<file path="config.mk">
export PLATFORM = sky130hd
export DESIGN_NAME = ervnq_router
export DESIGN_NICKNAME = d
export VERILOG_FILES = /design/src/verilog/ervnq_pkg.sv /design/src/verilog/ervnq_router.sv
export VERILOG_INCLUDE_DIRS = /design/src /design/src/verilog
export SDC_FILE = /design/constraint.sdc
export NUM_CORES = 2
export LEC_CHECK = 0
export ABC_AREA = 0
export BUFFER_PORTS_ARGS = -buffer_cell sky130_fd_sc_hd__buf_2
export CAP_MARGIN = 20
export CELL_PAD_IN_SITES_DETAIL_PLACEMENT = 1
export CELL_PAD_IN_SITES_GLOBAL_PLACEMENT = 1
export CORE_UTILIZATION = 25
export DETAILED_ROUTE_END_ITERATION = 6
export PLACE_DENSITY = 0.57
export SETUP_SLACK_MARGIN = 0.2
export SLEW_MARGIN = 10
export SYNTH_ARGS = -nofsm -noshare
export SYNTH_HDL_FRONTEND = slang
export SYNTH_SLANG_ARGS = --single-unit
</file>
<file path="constraint.sdc">
create_clock -name sys_clk -period 9.6 [get_ports sys_clk]
set_input_delay 2.4 -clock sys_clk [delete_from_list [all_inputs] [get_ports sys_clk]]
set_output_delay 2.4 -clock sys_clk [all_outputs]
set_load 0.05 [all_outputs]
</file>
<file path="src/verilog/ervnq_defines.svh">
`ifndef ERVNQ_DEFINES_SVH
`define ERVNQ_DEFINES_SVH
// channel count and widths
`define ERVNQ_NUM_CH 8
`define ERVNQ_SEL_W 8
`define ERVNQ_NUM_SRC 256
// divider exponent range: 2^0 = 1 up to 2^15 = 32768
`define ERVNQ_DIV_W 4
`define ERVNQ_DIV_MAX_EXP 4'hF
`define ERVNQ_PRE_W 15
// filter length field width and the no-source selection code
`define ERVNQ_FLT_W 3
`define ERVNQ_SEL_NONE 8'h00
// counter width for the quadrature position counters
`define ERVNQ_CNT_W 16
`endif

</file>
<file path="src/verilog/ervnq_pkg.sv">
package ervnq_pkg;
	// index recognition modes: which phase state qualifies the index
	typedef enum logic [1:0] {
		ERVNQ_IDX_S00 = 2'b00,
		ERVNQ_IDX_S01 = 2'b01,
		ERVNQ_IDX_S10 = 2'b10,
		ERVNQ_IDX_S11 = 2'b11
	} ervnq_idx_mode_t;
	// data-event code on the strobe/data pair
	typedef enum logic [1:0] {
		ERVNQ_EV_NONE = 2'b00,
		ERVNQ_EV_INDEX = 2'b01,
		ERVNQ_EV_DOWN = 2'b10,
		ERVNQ_EV_UP = 2'b11
	} ervnq_ev_t;
endpackage : ervnq_pkg

</file>
<file path="src/verilog/ervnq_router.sv">
// Functional notes
// RULE1: each channel has a clock prescaler dividing by 1 up to 32768.
// RULE2: software writes data before strobe; the strobe write launches the event. Code: a set data bit alone injects a data-only event.
// RULE3: data and strobe hold one bit per channel; multiple bits inject together.
// RULE4: injected event lasts one cycle and overrides other generators.
// RULE5: injected codes: 00 none, 01 data only, 1x signaling plus data 02/03.
// RULE6: eight independent source selectors, each forming one channel.
// RULE7: one source may be selected on several channels at once.
// RULE8: events last one cycle; level sources repeat while condition holds.
// RULE9: at most two cycles from generation to user action. Code: pin sources take three cycles, filtered channels more.
// RULE10: optional filter accepts input after N equal consecutive samples.
// RULE11: three quadrature decoders on channels 0, 2 and 4 only.
// RULE12: decoder codes: 00 none, 01 index, 10 down, 11 up.
// RULE13: lag phase leading means forward; two phases form the phase state.
// RULE14: software picks ref pin on channel n, enables decode and filter. Code decodes fixed pins 2k/2k+1, unfiltered.
// RULE15: channel n+1 takes index pin, with index enable and recognition mode.
// RULE16: timer runs quadrature mode, period four times lines minus one.
// RULE17: error flag if count not bottom at index or passes bottom unindexed.
// RULE18: data-capable users may treat channel events as plain signaling.
// RULE19: selection zero routes nothing but software events still pass.
// RULE20: one count per valid single-step transition; double jumps ignored.
`include "ervnq_defines.svh"
module ervnq_router
	import ervnq_pkg::*;
#(
	parameter int NUM_CH = `ERVNQ_NUM_CH,
	parameter int SEL_W = `ERVNQ_SEL_W,
	parameter int CNT_W = `ERVNQ_CNT_W
) (
	input wire logic sys_clk, // 40 MHz clock
	input wire logic srst, // synchronous reset, active high
	input wire logic [`ERVNQ_NUM_SRC-1:0] src_strobe, // generator event strobes, same domain
	input wire logic [`ERVNQ_NUM_SRC-1:0] src_data, // generator event data bits
	input wire logic [7:0] pin_level_n, // async pin levels, low active sense
	input wire logic [NUM_CH*SEL_W-1:0] channel_source_select, // per channel source selector
	input wire logic [NUM_CH*`ERVNQ_DIV_W-1:0] prescale_exp, // per channel divide exponent
	input wire logic [NUM_CH-1:0] prescale_en, // per channel periodic event enable
	input wire logic [NUM_CH-1:0] filter_en, // per channel filter enable
	input wire logic [NUM_CH*`ERVNQ_FLT_W-1:0] filter_len, // samples minus one per channel
	input wire logic [NUM_CH-1:0] sw_data, // software data bits
	input wire logic [NUM_CH-1:0] sw_strobe_wr, // strobe register write, one-cycle pulse
	input wire logic [2:0] quad_decoder_en, // decoder enable on channels 0,2,4
	input wire logic [2:0] quad_index_en, // index enable on channels 1,3,5
	input wire logic [5:0] quad_index_mode, // index recognition mode per decoder
	input wire logic [NUM_CH-1:0] user_sig_only, // users that ignore data codes
	input wire logic [2*CNT_W-1:0] quad_period, // expected top count, low field shared by all three decoders
	output logic [NUM_CH-1:0] ch_strobe, // channel strobe, registered
	output logic [NUM_CH-1:0] ch_data, // channel data, registered
	output logic [NUM_CH-1:0] ch_signal, // signaling view for users, registered
	output logic [2:0] quad_error, // sticky counter error per decoder, registered
	output logic [3*CNT_W-1:0] quad_position // position count per decoder, registered
);
	// pins pass two flops before use
	logic [7:0] pin_s1_r, pin_s1_nxt, pin_s2_r, pin_s2_nxt;
	// prescaler counter per channel
	logic [`ERVNQ_PRE_W-1:0] pre_cnt_r [NUM_CH];
	logic [`ERVNQ_PRE_W-1:0] pre_cnt_nxt [NUM_CH];
	// filter state per channel
	logic [`ERVNQ_FLT_W-1:0] flt_cnt_r [NUM_CH];
	logic [`ERVNQ_FLT_W-1:0] flt_cnt_nxt [NUM_CH];
	logic [NUM_CH-1:0] flt_val_r, flt_val_nxt, flt_last_r, flt_last_nxt;
	// decoder state
	logic [1:0] qstate_r [3];
	logic [1:0] qstate_nxt [3];
	logic [CNT_W-1:0] qcnt_r [3];
	logic [CNT_W-1:0] qcnt_nxt [3];
	logic [2:0] qerr_r, qerr_nxt;
	// output stage
	logic [NUM_CH-1:0] stb_r, stb_nxt, dat_r, dat_nxt, sig_r, sig_nxt;
	// raw routed values before filter
	logic [NUM_CH-1:0] raw_stb, raw_dat;
	logic [NUM_CH-1:0] pre_tick;
	logic [2:0] qev_stb, qev_dat;
	logic [2:0] qidx;

	assign pin_s1_nxt = pin_level_n;
	assign pin_s2_nxt = pin_s1_r;

	// source multiplexers; zero selects nothing and any code may repeat on channels
	always_comb begin
		raw_stb = '0;
		raw_dat = '0;
		for (int c = 0; c < NUM_CH; c++) begin
			logic [SEL_W-1:0] sel;
			sel = channel_source_select[c*SEL_W +: SEL_W];
			if (sel != `ERVNQ_SEL_NONE) begin // see RULE19
				raw_stb[c] = src_strobe[sel]; // see RULE6, see RULE7
				raw_dat[c] = src_data[sel];
			end
			// pin sources 0x50..0x57 replaced by synced low-level pin sense
			if (sel[7:3] == 5'h0A) begin
				raw_stb[c] = ~pin_s2_r[sel[2:0]]; // see RULE8
				raw_dat[c] = 1'b0;
			end
			if (prescale_en[c] && pre_tick[c])
				raw_stb[c] = 1'b1; // see RULE1
		end
	end

	// prescaler: free counter, tick when masked low bits are all zero
	always_comb begin
		for (int c = 0; c < NUM_CH; c++) begin
			logic [`ERVNQ_PRE_W-1:0] mask;
			logic [`ERVNQ_DIV_W-1:0] e;
			e = prescale_exp[c*`ERVNQ_DIV_W +: `ERVNQ_DIV_W];
			mask = `ERVNQ_PRE_W'((16'h0001 << e) - 16'h0001);
			pre_cnt_nxt[c] = pre_cnt_r[c] + `ERVNQ_PRE_W'(1);
			pre_tick[c] = ((pre_cnt_r[c] & mask) == '0); // see RULE1
		end
	end

	// filter: hold value until input stays equal for len+1 samples
	always_comb begin
		for (int c = 0; c < NUM_CH; c++) begin
			flt_last_nxt[c] = raw_stb[c];
			flt_cnt_nxt[c] = flt_cnt_r[c];
			flt_val_nxt[c] = flt_val_r[c];
			if (raw_stb[c] != flt_last_r[c])
				flt_cnt_nxt[c] = '0;
			else if (flt_cnt_r[c] != filter_len[c*`ERVNQ_FLT_W +: `ERVNQ_FLT_W])
				flt_cnt_nxt[c] = flt_cnt_r[c] + `ERVNQ_FLT_W'(1);
			else
				flt_val_nxt[c] = raw_stb[c]; // see RULE10
		end
	end

	// quadrature decoders on channel 2k with index on 2k+1
	always_comb begin
		for (int k = 0; k < 3; k++) begin
			logic [1:0] cur;
			logic [1:0] prv;
			logic fwd, rev;
			ervnq_idx_mode_t md;
			// ref phase pin n, lag phase pin n+1, state is {lag, ref}
			cur = {pin_s2_r[(2*k+1) & 7], pin_s2_r[(2*k) & 7]}; // see RULE13
			prv = qstate_r[k];
			md = ervnq_idx_mode_t'(quad_index_mode[2*k +: 2]);
			// gray sequence 00->10->11->01 is lag leading: forward
			fwd = (prv == 2'b00 && cur == 2'b10) || (prv == 2'b10 && cur == 2'b11) ||
				(prv == 2'b11 && cur == 2'b01) || (prv == 2'b01 && cur == 2'b00);
			rev = (prv == 2'b00 && cur == 2'b01) || (prv == 2'b01 && cur == 2'b11) ||
				(prv == 2'b11 && cur == 2'b10) || (prv == 2'b10 && cur == 2'b00);
			qidx[k] = quad_index_en[k] && flt_val_r[2*k+1] && (cur == md); // see RULE15
			qstate_nxt[k] = cur;
			qcnt_nxt[k] = qcnt_r[k];
			qerr_nxt[k] = qerr_r[k];
			qev_stb[k] = 1'b0;
			qev_dat[k] = 1'b0;
			if (quad_decoder_en[k]) begin // see RULE11
				if (fwd || rev) begin // see RULE20
					qev_stb[k] = 1'b1; // see RULE12
					qev_dat[k] = fwd;
					if (fwd)
						qcnt_nxt[k] = (qcnt_r[k] == quad_period[k*0 +: CNT_W]) ?
							'0 : qcnt_r[k] + CNT_W'(1);
					else
						qcnt_nxt[k] = (qcnt_r[k] == '0) ?
							quad_period[k*0 +: CNT_W] : qcnt_r[k] - CNT_W'(1);
					// wrap through bottom without an index is an error
					if (!qidx[k] && quad_index_en[k] &&
						((fwd && qcnt_r[k] == quad_period[k*0 +: CNT_W]) ||
						(rev && qcnt_r[k] == '0)))
						qerr_nxt[k] = 1'b1; // see RULE17
				end else if (qidx[k]) begin
					qev_dat[k] = 1'b1; // see RULE12
				end
				if (qidx[k]) begin
					if (qcnt_r[k] != '0)
						qerr_nxt[k] = 1'b1; // see RULE17
					qcnt_nxt[k] = '0;
				end
			end
		end
	end

	// final channel value: software event wins for its single cycle
	always_comb begin
		for (int c = 0; c < NUM_CH; c++) begin
			stb_nxt[c] = filter_en[c] ? flt_val_r[c] : raw_stb[c];
			dat_nxt[c] = filter_en[c] ? 1'b0 : raw_dat[c];
			if ((c % 2) == 0 && c < 6 && quad_decoder_en[c/2]) begin
				stb_nxt[c] = qev_stb[c/2];
				dat_nxt[c] = qev_dat[c/2];
			end
			// a set data bit alone injects a data-only event; the strobe write sets the strobe
			if (sw_strobe_wr[c] || sw_data[c]) begin // see RULE2, see RULE3
				stb_nxt[c] = sw_strobe_wr[c]; // see RULE4, see RULE5
				dat_nxt[c] = sw_data[c];
			end
			// mask data in the flop stage so the output is not fed by a live input
			dat_nxt[c] = dat_nxt[c] && !user_sig_only[c]; // see RULE18
			sig_nxt[c] = stb_nxt[c]; // see RULE5
		end
	end

	// single register stage keeps generator latency at one cycle, inside the two allowed; pins add two sync flops, a filtered channel its filter stages
	always_ff @(posedge sys_clk) begin
		if (srst) begin
			pin_s1_r <= 8'hFF;
			pin_s2_r <= 8'hFF;
			flt_val_r <= '0;
			flt_last_r <= '0;
			qerr_r <= '0;
			stb_r <= '0;
			dat_r <= '0;
			sig_r <= '0;
			for (int c = 0; c < NUM_CH; c++) begin
				pre_cnt_r[c] <= '0;
				flt_cnt_r[c] <= '0;
			end
			for (int k = 0; k < 3; k++) begin
				qstate_r[k] <= 2'b00;
				qcnt_r[k] <= '0;
			end
		end else begin
			pin_s1_r <= pin_s1_nxt;
			pin_s2_r <= pin_s2_nxt;
			flt_val_r <= flt_val_nxt;
			flt_last_r <= flt_last_nxt;
			qerr_r <= qerr_nxt;
			stb_r <= stb_nxt; // see RULE9
			dat_r <= dat_nxt;
			sig_r <= sig_nxt;
			for (int c = 0; c < NUM_CH; c++) begin
				pre_cnt_r[c] <= pre_cnt_nxt[c];
				flt_cnt_r[c] <= flt_cnt_nxt[c];
			end
			for (int k = 0; k < 3; k++) begin
				qstate_r[k] <= qstate_nxt[k];
				qcnt_r[k] <= qcnt_nxt[k];
			end
		end
	end

	assign ch_strobe = stb_r;
	assign ch_data = dat_r;
	assign ch_signal = sig_r;
	assign quad_error = qerr_r;
	assign quad_position = {qcnt_r[2], qcnt_r[1], qcnt_r[0]};
endmodule : ervnq_router
</file>
==> impl_results.md <==
- Final Hold Fails: 0
- Final Util: 0.289
- Top-Level Pins: 801
- Outcome: completed
- Die ar.: 201,000 µm²
- Maxcap violations: 0
- Number of fill cells: 22,500
- Initial antenna violation count: 114
- Fmax: 150 MHz
- Gate Count Post-Synth: 4,757
- Final Max Slew Viols: 0
- Leakage: 19.9 nW
- Final period utilization: 0.694
- Starting density of the core: 0.252
- Die H: 448 µm
- Yosys top cell by area: mux4_2
- Setup_tns: 0 ns
- Fraction of layout cells with a size suffix above 1: 0.399
- CTS resizes: 0
- Final #Nets: 5,920
- Post-Syn Area: 49,800 µm²
- GP Congestion: 1.00
- Worst vdd ir: 0.117 mV
- CTS Sinks: 249
- Clk slew on worst S/H paths: 0.07 ns
- Postcts setup bufs: 0
- WS Path Type: in2reg
- Die Wd: 448 µm
- Synth Warn #: 0
- CTS root buffer: clkbuf_16
- Post-synth cell types: 90
- Slowest CP cell: nor4_1
- Number of port buffers: 784
- CTS H-tree depth: 1
- Post-synth EDFFs: 0
- Vias: 52,900
- Cts bufs inserted: 31
- Worst-Margin Slew: 1.28 ns
- Critical path capture point type: register
- Sequential area share after synthesis: 0.100
- P per Cell Area: 117 nW/µm²
- CTS max path bufs: 3
- Critical Path Fanout Max: 49
- Syn Area/Cell: 10.5 µm²
- Min Tclk post-route: 6.67 ns
- Hold WC Path Type: reg2reg
- DRC: 0
- CTS tree: done
- RSZ-0062 raised after global routing: no
- Top delay family on crit path: simple AND/OR/NAND/NOR gates
- Commonest non-fill, non-tap cell in the layout: mux4_2
- Syn_nets: 5,516
- DRT Pass-1 Iters: 7
- Area of the core: 198,000 µm²
- Dpl hpwl: 221 mm
- First-pass GRT wire length: 422 mm
- Ranking of synthesized cells by area: mux4_2, dfxtp_1, mux2i_1
- Worst clock skew: 0.00984 ns
- Ys async rst share: 0
- Final setup viols: 0
- CP startpoint kind: input pin
- Global-route usage over all layers: 0.294
- Main synth FF type: dfxtp_1
- Worst Path Buf+Inv: 2
- Routed wire length: 305 mm
- Crit path cell chain: buf_4 -> buf_4 -> mux4_2 -> mux4_2 -> and2_1 -> nor4_1 -> o21ai_1 -> or3_1 -> a2111oi_0
- Area growth syn-to-layout: 14.7%
- Yosys reg bits: 249
- First-iteration detailed-routing DRC count: 6,691
- WL/cell: 38.5 µm
- Worst skew pair latency: 0.62 ns
- Yosys top cell area share: 0.469
- Vias in the first global route: 52,300
- Crit path required time: 10.08 ns
- CTS Hold Bufs: 0
- Worst slew margin: 0.149
- Critical path arrival: 7.15 ns
- Antenna viol nets, final: 0
- Vias per inst: 6.70
- Largest net degree at the start of global routing: 185
- Row count: 163
- Crit path largest cell delay: 0.86 ns
- Grt total ovfl: 0
- Commonest non-fill, non-tap cells in the layout: mux4_2, buf_2, nor2_1, mux2i_1, nand2_1
- Flop-to-flop setup slack: 5.94 ns
[layout make-up]
cell class | count | area (µm²) | area share
antenna | 76 | 190 | 0.00333
tap | 2640 | 3300 | 0.0578
inverter | 82 | 309 | 0.00541
clock inverter | 12 | 133 | 0.00232
multi-input combinational | 3892 | 42300 | 0.740
timing repair buffer | 905 | 5050 | 0.0885
clock buffer | 45 | 888 | 0.0155
sequential | 249 | 4980 | 0.0873
[registers in the layout, indices dropped and copies added (netlist names)]
signal and flops:
ch_data 8, ch_signal 8, flt_cnt_r 24, flt_last_r 8
flt_val_r 8, pin_s1_r 8, pin_s2_r 8, pre_cnt_r 120
qcnt_r 48, qstate_r 6, quad_error 3
[kinds of logic (layout without fill, tap and decap cells)]
| family | Yosys count | in the layout | synth area share |
|---|---|---|---|
| mux | 1387 | 1387 | 0.540 |
| simple gates | 1238 | 1238 | 0.123 |
| compound gates | 1008 | 1008 | 0.136 |
| buf+inv | 616 | 1044 | 0.0524 |
| flops | 249 | 249 | 0.100 |
| xor+xnor | 226 | 226 | 0.0398 |
| fa+ha+maj | 33 | 33 | 0.00829 |
| other cells | 0 | 76 | 0 |
[cell usage after synthesis (36+ instances only)]
cell type	instances
a22oi_1	85
o221ai_1	80
xor2_1	126
buf_2	96
clkbuf_1	323
nand2_1	276
nor3_1	101
a21oi_1	238
a31oi_1	38
buf_4	41
dfxtp_1	249
o21ai_0	140
o31ai_1	37
a211oi_1	50
nand3_1	136
and3_1	49
buf_1	70
nor2_1	315
xnor2_1	100
mux2i_1	303
nor4_1	49
o22ai_1	62
nor2b_1	56
or3_1	56
inv_1	69
o21ai_1	36
mux4_2	1036
nand2b_1	40
[final timing paths]
| kind | to | start | cells after the start |
|---|---|---|---|
| setup / recovery | flt_cnt_r[0][10] | channel_source_select[25] | 9 |
| hold reg to reg | pin_s2_r[3] | pin_s1_r[3] | 1 |
| setup reg to reg | qcnt_r[0][35] | qcnt_r[0][37] | 8 |
| hold / removal | pin_s2_r[3] | pin_s1_r[3] | 1 |
[power by group]
part	leakage (nW)	internal (mW)	switching (mW)
Sequential	2.03	1.12	0.215
Clock	0.499	0.696	0.532
Combinational	17.4	1.63	2.48
[stage by stage]
step                      hold WS [ns]  area [µm²]  cells  setup slack (ns)  power, mW
after detailed placement         0.404       55900   7762              2.49       5.35
after floorplan                  0.389       49800   4757              4.02       3.90
after CTS                        0.421       56900   7819              3.20       6.64
after global routing             0.434       57100   7876              2.85       6.98
after global placement           0.395       55800   7759              2.57       5.28
final                            0.414       57100   7901              2.93       6.67
[layer usage]
layer,part of all wire,global-route usage,up-vias
li1,-,-,20600
met1,0.35,0.341,27100
met2,0.45,0.455,4146
met3,0.12,0.0971,1080
met4,0.089,0.214,50
met5,0.0012,0,-
Note: power is estimated with default switching activity, not from simulation.
